## src/core/ibaf_regs.vh

```
// constants for the init block fetch and receive address filter
// assumes a 16-bit host memory read port and an APB register slave
// Behaviour
// - block is read as twelve consecutive 16-bit words from offset +00
// - ring length code is bits 15..13 of the ring upper word
// - length code n selects two to the n descriptor entries, 1 to 128
// - ring base is 24 bits: lower word, then upper word low byte
// - first wire bit 1 means logical, 0 means physical compared with node
// - logical address CRC top 6 bits index the 64-bit hash mask
// - hash mask is four words, +08 low through +0E high
// - all-zero mask without promiscuous rejects logical except broadcast
// - broadcast skips the mask, accepted unless disabled and not promiscuous
// - node address bit 0 goes first on wire and must be zero
// - address byte k maps LSB first onto node address bits 8k+7..8k
// - mode word at +00 is copied into the mode control register
// - ring length registers accept writes only after initialization
`ifndef IBAF_REGS_VH
`define IBAF_REGS_VH

// apb byte addresses
`define IBAF_A_CTRL      8'h00
`define IBAF_A_STATUS    8'h04
`define IBAF_A_IBASE     8'h08
`define IBAF_A_MODE      8'h0C
`define IBAF_A_NODE_LO   8'h10
`define IBAF_A_NODE_HI   8'h14
`define IBAF_A_HASH_LO   8'h18
`define IBAF_A_HASH_HI   8'h1C
`define IBAF_A_RX_BASE   8'h20
`define IBAF_A_TX_BASE   8'h24
`define IBAF_A_RX_LEN    8'h28
`define IBAF_A_TX_LEN    8'h2C
`define IBAF_A_LENCODES  8'h30

// init block word indices (byte offset / 2)
`define IBAF_W_MODE      4'h0
`define IBAF_W_NODE0     4'h1
`define IBAF_W_NODE1     4'h2
`define IBAF_W_NODE2     4'h3
`define IBAF_W_HASH0     4'h4
`define IBAF_W_HASH1     4'h5
`define IBAF_W_HASH2     4'h6
`define IBAF_W_HASH3     4'h7
`define IBAF_W_RXLO      4'h8
`define IBAF_W_RXHI      4'h9
`define IBAF_W_TXLO      4'hA
`define IBAF_W_TXHI      4'hB
`define IBAF_W_LAST      4'hB

// fields
`define IBAF_LEN_MSB     15
`define IBAF_LEN_LSB     13
`define IBAF_HIBASE_MSB  7
`define IBAF_MODE_PROM   15
`define IBAF_MODE_DISBC  14
`define IBAF_MODE_DXFCS  3
`define IBAF_CTRL_START  0
`define IBAF_ST_DONE     0
`define IBAF_ST_BUSY     1
`define IBAF_TX_CODE_LSB 4

// crc
`define IBAF_CRC_INIT    32'hFFFFFFFF
`define IBAF_CRC_POLY    32'h04C11DB7
`define IBAF_BCAST       48'hFFFFFFFFFFFF

`endif

```

## src/core/ibaf_top.v

```verilog
// init block fetch, ring parameters and receive destination filter
// assumes a host memory port that answers each 16-bit read with memAck
//
// The register addresses and the APB interface to the registers were chosen for this implementation.
`timescale 1ns/1ns
`default_nettype none
`include "ibaf_regs.vh"

module ibaf_top (
  // clock and reset
  input  wire        core_clk,
  input  wire        nrst,
  // apb slave
  input  wire        psel,
  input  wire        penable,
  input  wire        pwrite,
  input  wire [7:0]  paddr,
  input  wire [31:0] pwdata,
  output reg  [31:0] prdata,
  output reg         pready,
  output reg         pslverr,
  // host memory read master
  output reg         memReq,
  output reg  [23:0] memAddr,
  input  wire        memAck,
  input  wire [15:0] memRdData,
  // receive destination filter
  input  wire        rxDestValid,
  input  wire [47:0] rxDestAddr,
  input  wire        rxFrameEnd,
  output reg         rxAccept,
  output reg         rxReject,
  output reg         rxStoreEn,
  // mode outputs
  output reg         txChecksumDisable
);

  localparam [1:0] ST_IDLE = 2'b00;
  localparam [1:0] ST_REQ  = 2'b01;
  localparam [1:0] ST_WAIT = 2'b10;

  // crc over 48 address bits, wire order is bit 0 first
  function [5:0] hashIndex;
    input [47:0] addr;
    reg   [31:0] crc;
    reg          fb;
    integer      i;
    begin
      crc = `IBAF_CRC_INIT;
      for (i = 0; i < 48; i = i + 1) begin
        fb  = crc[31] ^ addr[i];
        crc = {crc[30:0], 1'b0} ^ (fb ? `IBAF_CRC_POLY : 32'h00000000);
      end
      hashIndex = crc[31:26];
    end
  endfunction

  // length code to entry count
  function [15:0] lenDecode;
    input [2:0] code;
    begin
      lenDecode = 16'h0001 << code;
    end
  endfunction

  reg  [1:0]  state_q;
  reg  [3:0]  wordIdx_q;
  reg         initDone_q;
  reg  [23:0] initBase_q;
  reg  [15:0] mode_q;
  reg  [47:0] nodeAddr_q;
  reg  [63:0] hashMask_q;
  reg  [23:0] rxBase_q;
  reg  [23:0] txBase_q;
  reg  [2:0]  rxCode_q;
  reg  [2:0]  txCode_q;
  reg  [15:0] rxRingLen_q;
  reg  [15:0] txRingLen_q;

  wire apbAccess = psel & penable;
  wire apbDone   = apbAccess & pready;
  wire apbWrite  = apbDone & pwrite;
  wire startReq  = apbWrite & (paddr == `IBAF_A_CTRL) & pwdata[`IBAF_CTRL_START];
  wire busy      = (state_q != ST_IDLE);
  wire fetchAck  = (state_q == ST_WAIT) & memAck;
  wire lastWord  = (wordIdx_q == `IBAF_W_LAST);

  // apb timing: one wait cycle, answer registered
  always @(posedge core_clk) begin
    if (!nrst) begin
      pready  <= 1'b0;
      prdata  <= 32'h00000000;
      pslverr <= 1'b0;
    end else begin
      pready  <= apbAccess & ~pready;
      prdata  <= 32'h00000000;
      pslverr <= 1'b0;
      if (apbAccess & ~pready) begin
        case (paddr)
          `IBAF_A_CTRL:     prdata <= 32'h00000000;
          `IBAF_A_STATUS:   prdata <= {30'h00000000, busy, initDone_q};
          `IBAF_A_IBASE:    prdata <= {8'h00, initBase_q};
          `IBAF_A_MODE:     prdata <= {16'h0000, mode_q};
          `IBAF_A_NODE_LO:  prdata <= nodeAddr_q[31:0];
          `IBAF_A_NODE_HI:  prdata <= {16'h0000, nodeAddr_q[47:32]};
          `IBAF_A_HASH_LO:  prdata <= hashMask_q[31:0];
          `IBAF_A_HASH_HI:  prdata <= hashMask_q[63:32];
          `IBAF_A_RX_BASE:  prdata <= {8'h00, rxBase_q};
          `IBAF_A_TX_BASE:  prdata <= {8'h00, txBase_q};
          `IBAF_A_RX_LEN:   prdata <= {16'h0000, rxRingLen_q};
          `IBAF_A_TX_LEN:   prdata <= {16'h0000, txRingLen_q};
          `IBAF_A_LENCODES: prdata <= {25'h0000000, txCode_q, 1'b0, rxCode_q};
          default:          pslverr <= 1'b1;
        endcase
      end
    end
  end

  // base of the init block; bit 0 dropped, block is word aligned
  always @(posedge core_clk) begin
    if (!nrst) begin
      initBase_q <= 24'h000000;
    end else if (apbWrite & (paddr == `IBAF_A_IBASE) & ~busy) begin
      initBase_q <= {pwdata[23:1], 1'b0};
    end
  end

  // fetch sequencer
  always @(posedge core_clk) begin
    if (!nrst) begin
      state_q    <= ST_IDLE;
      wordIdx_q  <= 4'h0;
      initDone_q <= 1'b0;
      memReq     <= 1'b0;
      memAddr    <= 24'h000000;
    end else begin
      case (state_q)
        ST_IDLE: begin
          if (startReq) begin
            initDone_q <= 1'b0;
            wordIdx_q  <= 4'h0;
            state_q    <= ST_REQ;
          end
        end
        ST_REQ: begin
          memReq  <= 1'b1;
          memAddr <= initBase_q + {19'h00000, wordIdx_q, 1'b0};
          state_q <= ST_WAIT;
        end
        ST_WAIT: begin
          if (memAck) begin
            memReq <= 1'b0;
            if (lastWord) begin
              initDone_q <= 1'b1;
              state_q    <= ST_IDLE;
            end else begin
              wordIdx_q <= wordIdx_q + 4'h1;
              state_q   <= ST_REQ;
            end
          end
        end
        default: state_q <= ST_IDLE;
      endcase
    end
  end

  // capture of init block words into the parameter registers
  always @(posedge core_clk) begin
    if (!nrst) begin
      mode_q     <= 16'h0000;
      nodeAddr_q <= 48'h000000000000;
      hashMask_q <= 64'h0000000000000000;
      rxBase_q   <= 24'h000000;
      txBase_q   <= 24'h000000;
      rxCode_q   <= 3'h0;
      txCode_q   <= 3'h0;
    end else if (fetchAck) begin
      case (wordIdx_q)
        `IBAF_W_MODE:  mode_q              <= memRdData;
        `IBAF_W_NODE0: nodeAddr_q[15:0]    <= memRdData;
        `IBAF_W_NODE1: nodeAddr_q[31:16]   <= memRdData;
        `IBAF_W_NODE2: nodeAddr_q[47:32]   <= memRdData;
        `IBAF_W_HASH0: hashMask_q[15:0]    <= memRdData;
        `IBAF_W_HASH1: hashMask_q[31:16]   <= memRdData;
        `IBAF_W_HASH2: hashMask_q[47:32]   <= memRdData;
        `IBAF_W_HASH3: hashMask_q[63:48]   <= memRdData;
        `IBAF_W_RXLO:  rxBase_q[15:0]      <= memRdData;
        `IBAF_W_RXHI: begin
          rxBase_q[23:16] <= memRdData[`IBAF_HIBASE_MSB:0];
          rxCode_q        <= memRdData[`IBAF_LEN_MSB:`IBAF_LEN_LSB];
        end
        `IBAF_W_TXLO:  txBase_q[15:0]      <= memRdData;
        `IBAF_W_TXHI: begin
          txBase_q[23:16] <= memRdData[`IBAF_HIBASE_MSB:0];
          txCode_q        <= memRdData[`IBAF_LEN_MSB:`IBAF_LEN_LSB];
        end
        default: ;
      endcase
    end
  end

  // ring lengths: from codes at end of init, then software writable
  always @(posedge core_clk) begin
    if (!nrst) begin
      rxRingLen_q <= 16'h0000;
      txRingLen_q <= 16'h0000;
    end else if (fetchAck & lastWord) begin
      rxRingLen_q <= lenDecode(rxCode_q);
      txRingLen_q <= lenDecode(memRdData[`IBAF_LEN_MSB:`IBAF_LEN_LSB]);
    end else if (apbWrite & initDone_q & ~busy) begin
      if (paddr == `IBAF_A_RX_LEN)
        rxRingLen_q <= pwdata[15:0];
      if (paddr == `IBAF_A_TX_LEN)
        txRingLen_q <= pwdata[15:0];
    end
  end

  always @(posedge core_clk) begin
    if (!nrst)
      txChecksumDisable <= 1'b0;
    else
      txChecksumDisable <= mode_q[`IBAF_MODE_DXFCS];
  end

  // destination filter
  wire        prom      = mode_q[`IBAF_MODE_PROM];
  wire        disBcast  = mode_q[`IBAF_MODE_DISBC];
  wire        isLogical = rxDestAddr[0];
  wire        isBcast   = (rxDestAddr == `IBAF_BCAST);
  wire [5:0]  hIdx      = hashIndex(rxDestAddr);
  reg         passD;

  always @* begin
    passD = 1'b0;
    if (prom)
      passD = 1'b1;
    else if (!isLogical)
      passD = (rxDestAddr == nodeAddr_q);
    else if (isBcast)
      passD = ~disBcast;
    else
      passD = hashMask_q[hIdx];
  end

  always @(posedge core_clk) begin
    if (!nrst) begin
      rxAccept  <= 1'b0;
      rxReject  <= 1'b0;
      rxStoreEn <= 1'b0;
    end else begin
      rxAccept <= rxDestValid & initDone_q & passD;
      rxReject <= rxDestValid & ~(initDone_q & passD);
      if (rxDestValid & initDone_q & passD)
        rxStoreEn <= 1'b1;
      else if (rxFrameEnd | rxDestValid)
        rxStoreEn <= 1'b0;
    end
  end

endmodule // ibaf_top
`default_nettype wire

```

## config.mk

```make
export PLATFORM = sky130hd
export DESIGN_NAME = ibaf_top
export DESIGN_NICKNAME = d
export VERILOG_FILES = /design/src/core/ibaf_top.v
export VERILOG_INCLUDE_DIRS = /design/src /design/src/core
export SDC_FILE = /design/constraint.sdc
export NUM_CORES = 1
export LEC_CHECK = 0
export ABC_AREA = 0
export BUFFER_PORTS_ARGS = -buffer_cell sky130_fd_sc_hd__buf_4
export CORE_AREA = 4 4 218 220
export DETAILED_ROUTE_END_ITERATION = 8
export DIE_AREA = 0 0 222 224
export HOLD_SLACK_MARGIN = 0.03
export PLACE_DENSITY = 0.5
export SYNTH_ARGS = -nofsm -noshare
export SYNTH_HDL_FRONTEND = slang
export SYNTH_SLANG_ARGS = --single-unit
```

## constraint.sdc

```tcl
create_clock -name core_clk -period 6.7 [get_ports core_clk]
set_input_delay 1.675 -clock core_clk [delete_from_list [all_inputs] [get_ports core_clk]]
set_output_delay 1.675 -clock core_clk [all_outputs]
set_load 0.05 [all_outputs]
```

# --- Word level (Yosys, flattened, before mapping) ---
# Index checks and enable logic that the tools add are counted.
word_totals:
  reg_bits: 307
  word_cells: 288
  in_bits: 112
  output_inout_bits: 63
op_classes:
  magnitude_cmp: 1
  muxes: 77
  n_reduce_logical: 30
  shifts: 2
  n_bitwise: 116
  eq_ne: 31
  addsub: 2
ops:
  columns: ["operator", "count"]
  rows:
  - ["$xor 32x27->32", 47]
  - ["$mux 27", 48]
  - ["$pmux 32 s12", 1]
  - ["$mux 16", 6]
  - ["$eq 48x48->1", 1]
  - ["$eq 48x48->1 const B", 1]
  - ["$xor 1x1->1", 47]
  - ["$eq 8x6->1 const B", 5]
  - ["$reduce_and 2->1", 17]
  - ["$eq 8x5->1 const B", 4]
  - ["$shl 1x3->16 const A", 2]
  - ["$not 26->31", 1]
  - ["$add 24x5->24", 1]
  - ["$and 1x1->1", 16]
  - ["$eq 4x3->1 const B", 4]
  - ["$eq 4x4->1 const B", 4]
  - ["$eq 8x4->1 const B", 2]
  - ["$reduce_bool 2->1", 7]
  - ["$reduce_or 13->1", 1]
  - ["$mux 1", 12]
  - ["$mux 4", 3]
  - ["$eq 4x2->1 const B", 2]
  - ["$eq 8x3->1 const B", 1]
  - ["$logic_not 8->1", 1]
  - ["other kinds (16)", 25]

# --- Depth between registers and ports, before layout ---
logic_depth:
  ltp_word: 151
  depth_mapped: 17
  depth_no_buf: 15

# --- Least setup slack after synthesis ---
# No wires, ideal clock.
synth_timing:
  kind: "input port to flip-flop"
  from: "input port rxDestAddr[6]"
  to: "register rxStoreEn"
  setup_time_ns: 0.116
  setup_slack_ns: 0.610
  required_time_ns: 6.584
  path_buffers: 2
  path_stages: 15
  arrival_ns: 5.974
  path_cell_list: "buf_4 xnor3_2 xnor3_2 xnor3_1 xnor3_1 xnor3_1 xnor2_1 xnor3_1 xnor2_2 buf_2 mux4_2 a211oi_1 nand3_1 a41o_1 a31o_1"
synth_between:
  elab_chain_cells: 63
  word_cells_on_any_way: 112
  classes_between: "eq/ne (2); mux (36); bitwise (73); reduce/logical (1)"
synth_rtl:
  columns: ["element", "line", "source"]
  rows:
  - ["from (decl)", "ibaf_top.v:29", "input wire [47:0] rxDestAddr,"]
  - ["$xor 1x1->1", "ibaf_top.v:51", "fb = crc[31] ^ addr[i];"]
  - ["$mux 27", "ibaf_top.v:52", "crc = {crc[30:0], 1'b0} ^ (fb ? `IBAF_CRC_POLY : 32'h00000000);"]
  - ["$xor 32x27->32 (6 in series)", "ibaf_top.v:52", null]
  - ["$xor 1x1->1 / $xor 32x27->32 (equally long branches)", "ibaf_top.v:51, ibaf_top.v:52", null]
  - ["$mux 27 / $xor 32x27->32 (equally long branches)", "ibaf_top.v:52", null]
  - ["$xor 32x27->32", "ibaf_top.v:52", null]
  - ["$xor 32x27->32 / $xor 1x1->1 (equally long branches)", "ibaf_top.v:52, ibaf_top.v:51", null]
  - ["$xor 32x27->32 (tied with other cells)", "ibaf_top.v:52", null]
  - ["[... 41 more ...]", null, null]
  - ["$xor 32x27->32 (2 in series)", "ibaf_top.v:52", null]
  - ["$bmux 1 s6", "ibaf_top.v:242", "passD = hashMask_q[hIdx];"]
  - ["$mux 1 (not written as such)", "ibaf_top.v:242", null]
  - ["$mux 1", "ibaf_top.v:239", "else if (isBcast)"]
  - ["$mux 1 (*)", "ibaf_top.v:237", "else if (!isLogical)"]
  - ["$mux 1 (*)", "ibaf_top.v:235", "if (prom)"]
  - ["$and 1x1->1 (*)", "ibaf_top.v:253", "if (rxDestValid & initDone_q & passD)"]
  - ["$mux 1 / $reduce_bool 2->1 (equally long branches)", null, null]
  - ["to (signal assigned)", "ibaf_top.v:249", "rxStoreEn <= 1'b0;"]
  - ["to (signal assigned)", "ibaf_top.v:254", "rxStoreEn <= 1'b1;"]
  - ["to (signal assigned)", "ibaf_top.v:256", "rxStoreEn <= 1'b0;"]
  - ["to (decl)", "ibaf_top.v:33", "output reg rxStoreEn,"]
# Every way passes the cells marked *; elsewhere a longest branch is shown, timed or not. The select of a mux whose other input is x is not followed.
# A chain may end at the register's enable or synchronous reset.

# --- Worst setup path in the final report ---
layout_timing:
  from: "input port rxDestAddr[2]"
  to: "register rxStoreEn"
layout_between:
  elab_chain_cells: 69
  word_cells_on_any_way: 124
  classes_between: "eq/ne (2); mux (40); bitwise (81); reduce/logical (1)"
layout_rtl:
  columns: ["element", "line"]
  rows:
  - ["$xor 1x1->1", "ibaf_top.v:51"]
  - ["$mux 27", "ibaf_top.v:52"]
  - ["$xor 32x27->32 (6 in series)", "ibaf_top.v:52"]
  - ["$xor 1x1->1 / $xor 32x27->32 (equally long branches)", "ibaf_top.v:51, ibaf_top.v:52"]
  - ["$mux 27 / $xor 32x27->32 (equally long branches)", "ibaf_top.v:52"]
  - ["$xor 32x27->32", "ibaf_top.v:52"]
  - ["$xor 32x27->32 / $xor 1x1->1 (equally long branches)", "ibaf_top.v:52, ibaf_top.v:51"]
  - ["$xor 32x27->32 / $mux 27 (equally long branches)", "ibaf_top.v:52"]
  - ["[... 48 more ...]", null]
  - ["$xor 32x27->32", "ibaf_top.v:52"]
  - ["$bmux 1 s6", "ibaf_top.v:242"]
  - ["$mux 1 (not written as such)", "ibaf_top.v:242"]
  - ["$mux 1", "ibaf_top.v:239"]
  - ["$mux 1 (*)", "ibaf_top.v:237"]
  - ["$mux 1 (*)", "ibaf_top.v:235"]
  - ["$and 1x1->1 (*)", "ibaf_top.v:253"]
  - ["$mux 1 / $reduce_bool 2->1 (equally long branches)", null]
# Marks and branches as above.

==> results.cfg <==
[clocking]
cts_hold_buf = 0
cts_buffers = 36
clkSinkCount = 306
clkTransAtPathRegs_ps = 60
clk_path_buf_depth = 3
cts-root-buf = clkbuf_16
cts_resized = 0
cts_tree = built
htree_levels = 2
clock_latency_ps = 550
post_cts_buffers = 0

[routing]
drc = 0
ant_nets = 0
wire_per_inst_um = 23.43
num_vias = 14330
first_pass_iters = 7
routed_via_density = 5.530
wl_um = 60730
drt_iter0_markers = 1705

[synth]
ys_warn_count = 0
async_flop_share = 0
synth_edf_count = 0
ys_ff_latch = 306
synth_commonest_cells = nand2_1 (468), dfxtp_1 (306), a21oi_1 (234)
synth_most_common_cell = nand2_1
synth_largest_area_cell = dfxtp_1
syn-num-nets = 1996
synth_area_leaders = dfxtp_1 (39%), nand2_1 (11%), xnor2_1 (8.1%)
yosysUniqueCellTypes = 61
synthCells = 1872
synth-seq-area-share = 0.3879
synth_flop_cell = dfxtp_1
synth_top_area_frac = 0.3879
avgSynthCellArea_um2 = 8.437
syn_area_mm2 = 0.01579

[die]
start_util = 0.3488
coreArea_mm2 = 0.04528
die_area_mm2 = 0.04973
die_w_um = 222
die_y_um = 224
rows = 78
ios = 175

[place]
place_congestion = 0.9029
hpwl_um = 43910
portBuffers = 165

[grt]
antenna_found_initial = 0
grt_pass1_wl_um = 90960
grt_max_degree = 117
grt_overflow = 0
grt_pass1_vias = 13740
grt.total_usage = 0.2370

[timing]
timing.setup.tns_ps = 0
relSlewSlack = 0.2418
rsz0062_at_grt = false
min_period_ps = 6155
fin_skew_ps = 19.36
slew_violations = 0
finalSetupViolCount = 0
hold_viol = 0
fin_crit_sh = 0.9187
tightestPinTransition_ps = 1137
fmax_ghz = 0.1625

[worst_setup_path]
crit_slowest_cell = mux4_2
max_stage_delay_ps = 500
cp_max_fo = 11
crit_family = XOR/XNOR gates
cp-start-kind = input port
worst-path-buf-inv = 5
critPathRequiredTime_ps = 7130
end_kind = register
worstSetupPathType = in -> reg
worstPathArrival_ps = 6580
worstPathCellList = buf_4 -> ha_1 -> xnor3_2 -> buf_4 -> xnor2_1 -> xnor2_1 -> xnor3_1 -> xnor2_1 -> xnor2_1 -> buf_4 -> xnor2_2 -> xnor3_2 -> buf_12 -> buf_4 -> mux4_2 -> a211oi_1 -> nand3_1 -> a41o_1 -> a31o_1

[final_layout]
final_net_count = 2092
syn_to_final_growth_pct = 18.69
finish.utilization = 0.4140
regArea_mm2 = 0.006126
diodes = 0
nFillCells = 4610
multi_input_area_mm2 = 0.009069
final_layout_size_suffix_gt1_frac = 0.1466

[job]
max-cap-violations = 0

[power_and_ir_drop]
power_density_mw_per_mm2 = 686.4
leakagePower_uw = 0.006523
vdd_drop_max_mv = 1.707

[hold_path]
min_path_type = reg -> reg

[status]
outcome = finished clean
[through the flow]
step | setup slack, ps | area [µm²] | hold slack, ps | instances | total power, µW
2_1_floorplan | 610.0 | 15790 | 435.7 | 1872 | 7645
3_3_place_gp | 17.06 | 17580 | 440.5 | 2530 | 10850
3_5_place_dp | 29.03 | 17580 | 446.9 | 2530 | 10840
4_1_cts | 585.5 | 18750 | 454.7 | 2592 | 12870
5_1_grt | 256.2 | 18750 | 470.7 | 2592 | 13370
6_report | 545.0 | 18750 | 453.9 | 2592 | 12870
[sequential cells by signal, indices dropped and copies added (netlist names), 2 cells and up]
| signal | flops |
|---|---|
| nodeAddr_q | 48 |
| rxCode_q | 3 |
| initBase_q | 23 |
| memAddr | 23 |
| rxBase_q | 24 |
| mode_q | 16 |
| wordIdx_q | 4 |
| txCode_q | 3 |
| txBase_q | 24 |
| prdata | 32 |
| state_q | 2 |
| txRingLen_q | 16 |
| hashMask_q | 64 |
| rxRingLen_q | 16 |
[kinds of logic after synthesis]
logic type | Yosys count | synth area share
other | 1 | 0.0002374
flip-flops | 306 | 0.3879
adder cells (fa/ha/maj) | 12 | 0.009982
AND/OR/NAND/NOR | 686 | 0.1824
AO/OA/AOI/OAI | 421 | 0.1698
XOR/XNOR | 259 | 0.1828
buffers and inverters | 162 | 0.04001
multiplexers | 25 | 0.02694
[power breakdown]
part / total (µW) / internal [µW] / switching, µW
clock network: 1970 / 1150 / 818
logic: 9080 / 4410 / 4670
registers: 1820 / 1820 / 0.548
total: 12900 / 7380 / 5490
[final timing paths]
kind,slack [ps],cells past startpoint,to,from
max reg2reg,3140,14,memAddr[21],wordIdx_q[0]
max,550,19,rxStoreEn,rxDestAddr[2]
min reg2reg,450,2,rxBase_q[5],rxBase_q[5]
min,450,2,rxBase_q[5],rxBase_q[5]
[layer usage]
layer | share of wire | vias up | track usage
met5 | 0 | - | 0
met1 | 0.44 | 6950 | 0.3336
met4 | 0.029 | 0 | 0.07043
met2 | 0.46 | 596 | 0.3788
met3 | 0.070 | 95 | 0.03604
li1 | - | 6693 | -
[cells in the final DEF, fill, tap and decap left out, types with 10 or more instances in the layout]
cell type / Yosys / routed
a22oi_1: 49 / 49
buf_4: 2 / 205
nor2_1: 72 / 68
a31oi_1: 28 / 28
a222oi_1: 35 / 35
mux4_2: 10 / 10
xnor2_1: 146 / 146
dfxtp_1: 306 / 306
xnor3_1: 34 / 34
a22o_1: 12 / 12
a221oi_1: 10 / 10
a21oi_1: 234 / 234
inv_1: 13 / 12
a211oi_1: 18 / 18
mux2i_1: 11 / 11
nand2_1: 468 / 468
clkbuf_16: 0 / 37
nand4_1: 20 / 20
nand3_1: 59 / 58
nor4_1: 10 / 10
ha_1: 11 / 11
xor2_1: 66 / 66
[worst reg2reg max path: cells and delay by family (launching register included)]
family | cells | cell delay (ps)
AO/OA/AOI/OAI | 2 | 340
adder cells (fa/ha/maj) | 2 | 610
buffers and inverters | 1 | 60
flip-flops | 1 | 440
AND/OR/NAND/NOR | 9 | 2040
[cell type report]
class | count | share of cell area
clock inverters | 10 | 0.004939
repair buffers | 207 | 0.08423
clock buffers | 52 | 0.05720
inverters | 13 | 0.003004
well taps | 600 | 0.04005
flip-flops and latches | 306 | 0.3268
multi-input cells | 1404 | 0.4838
Power figures use the tool's default switching activity.
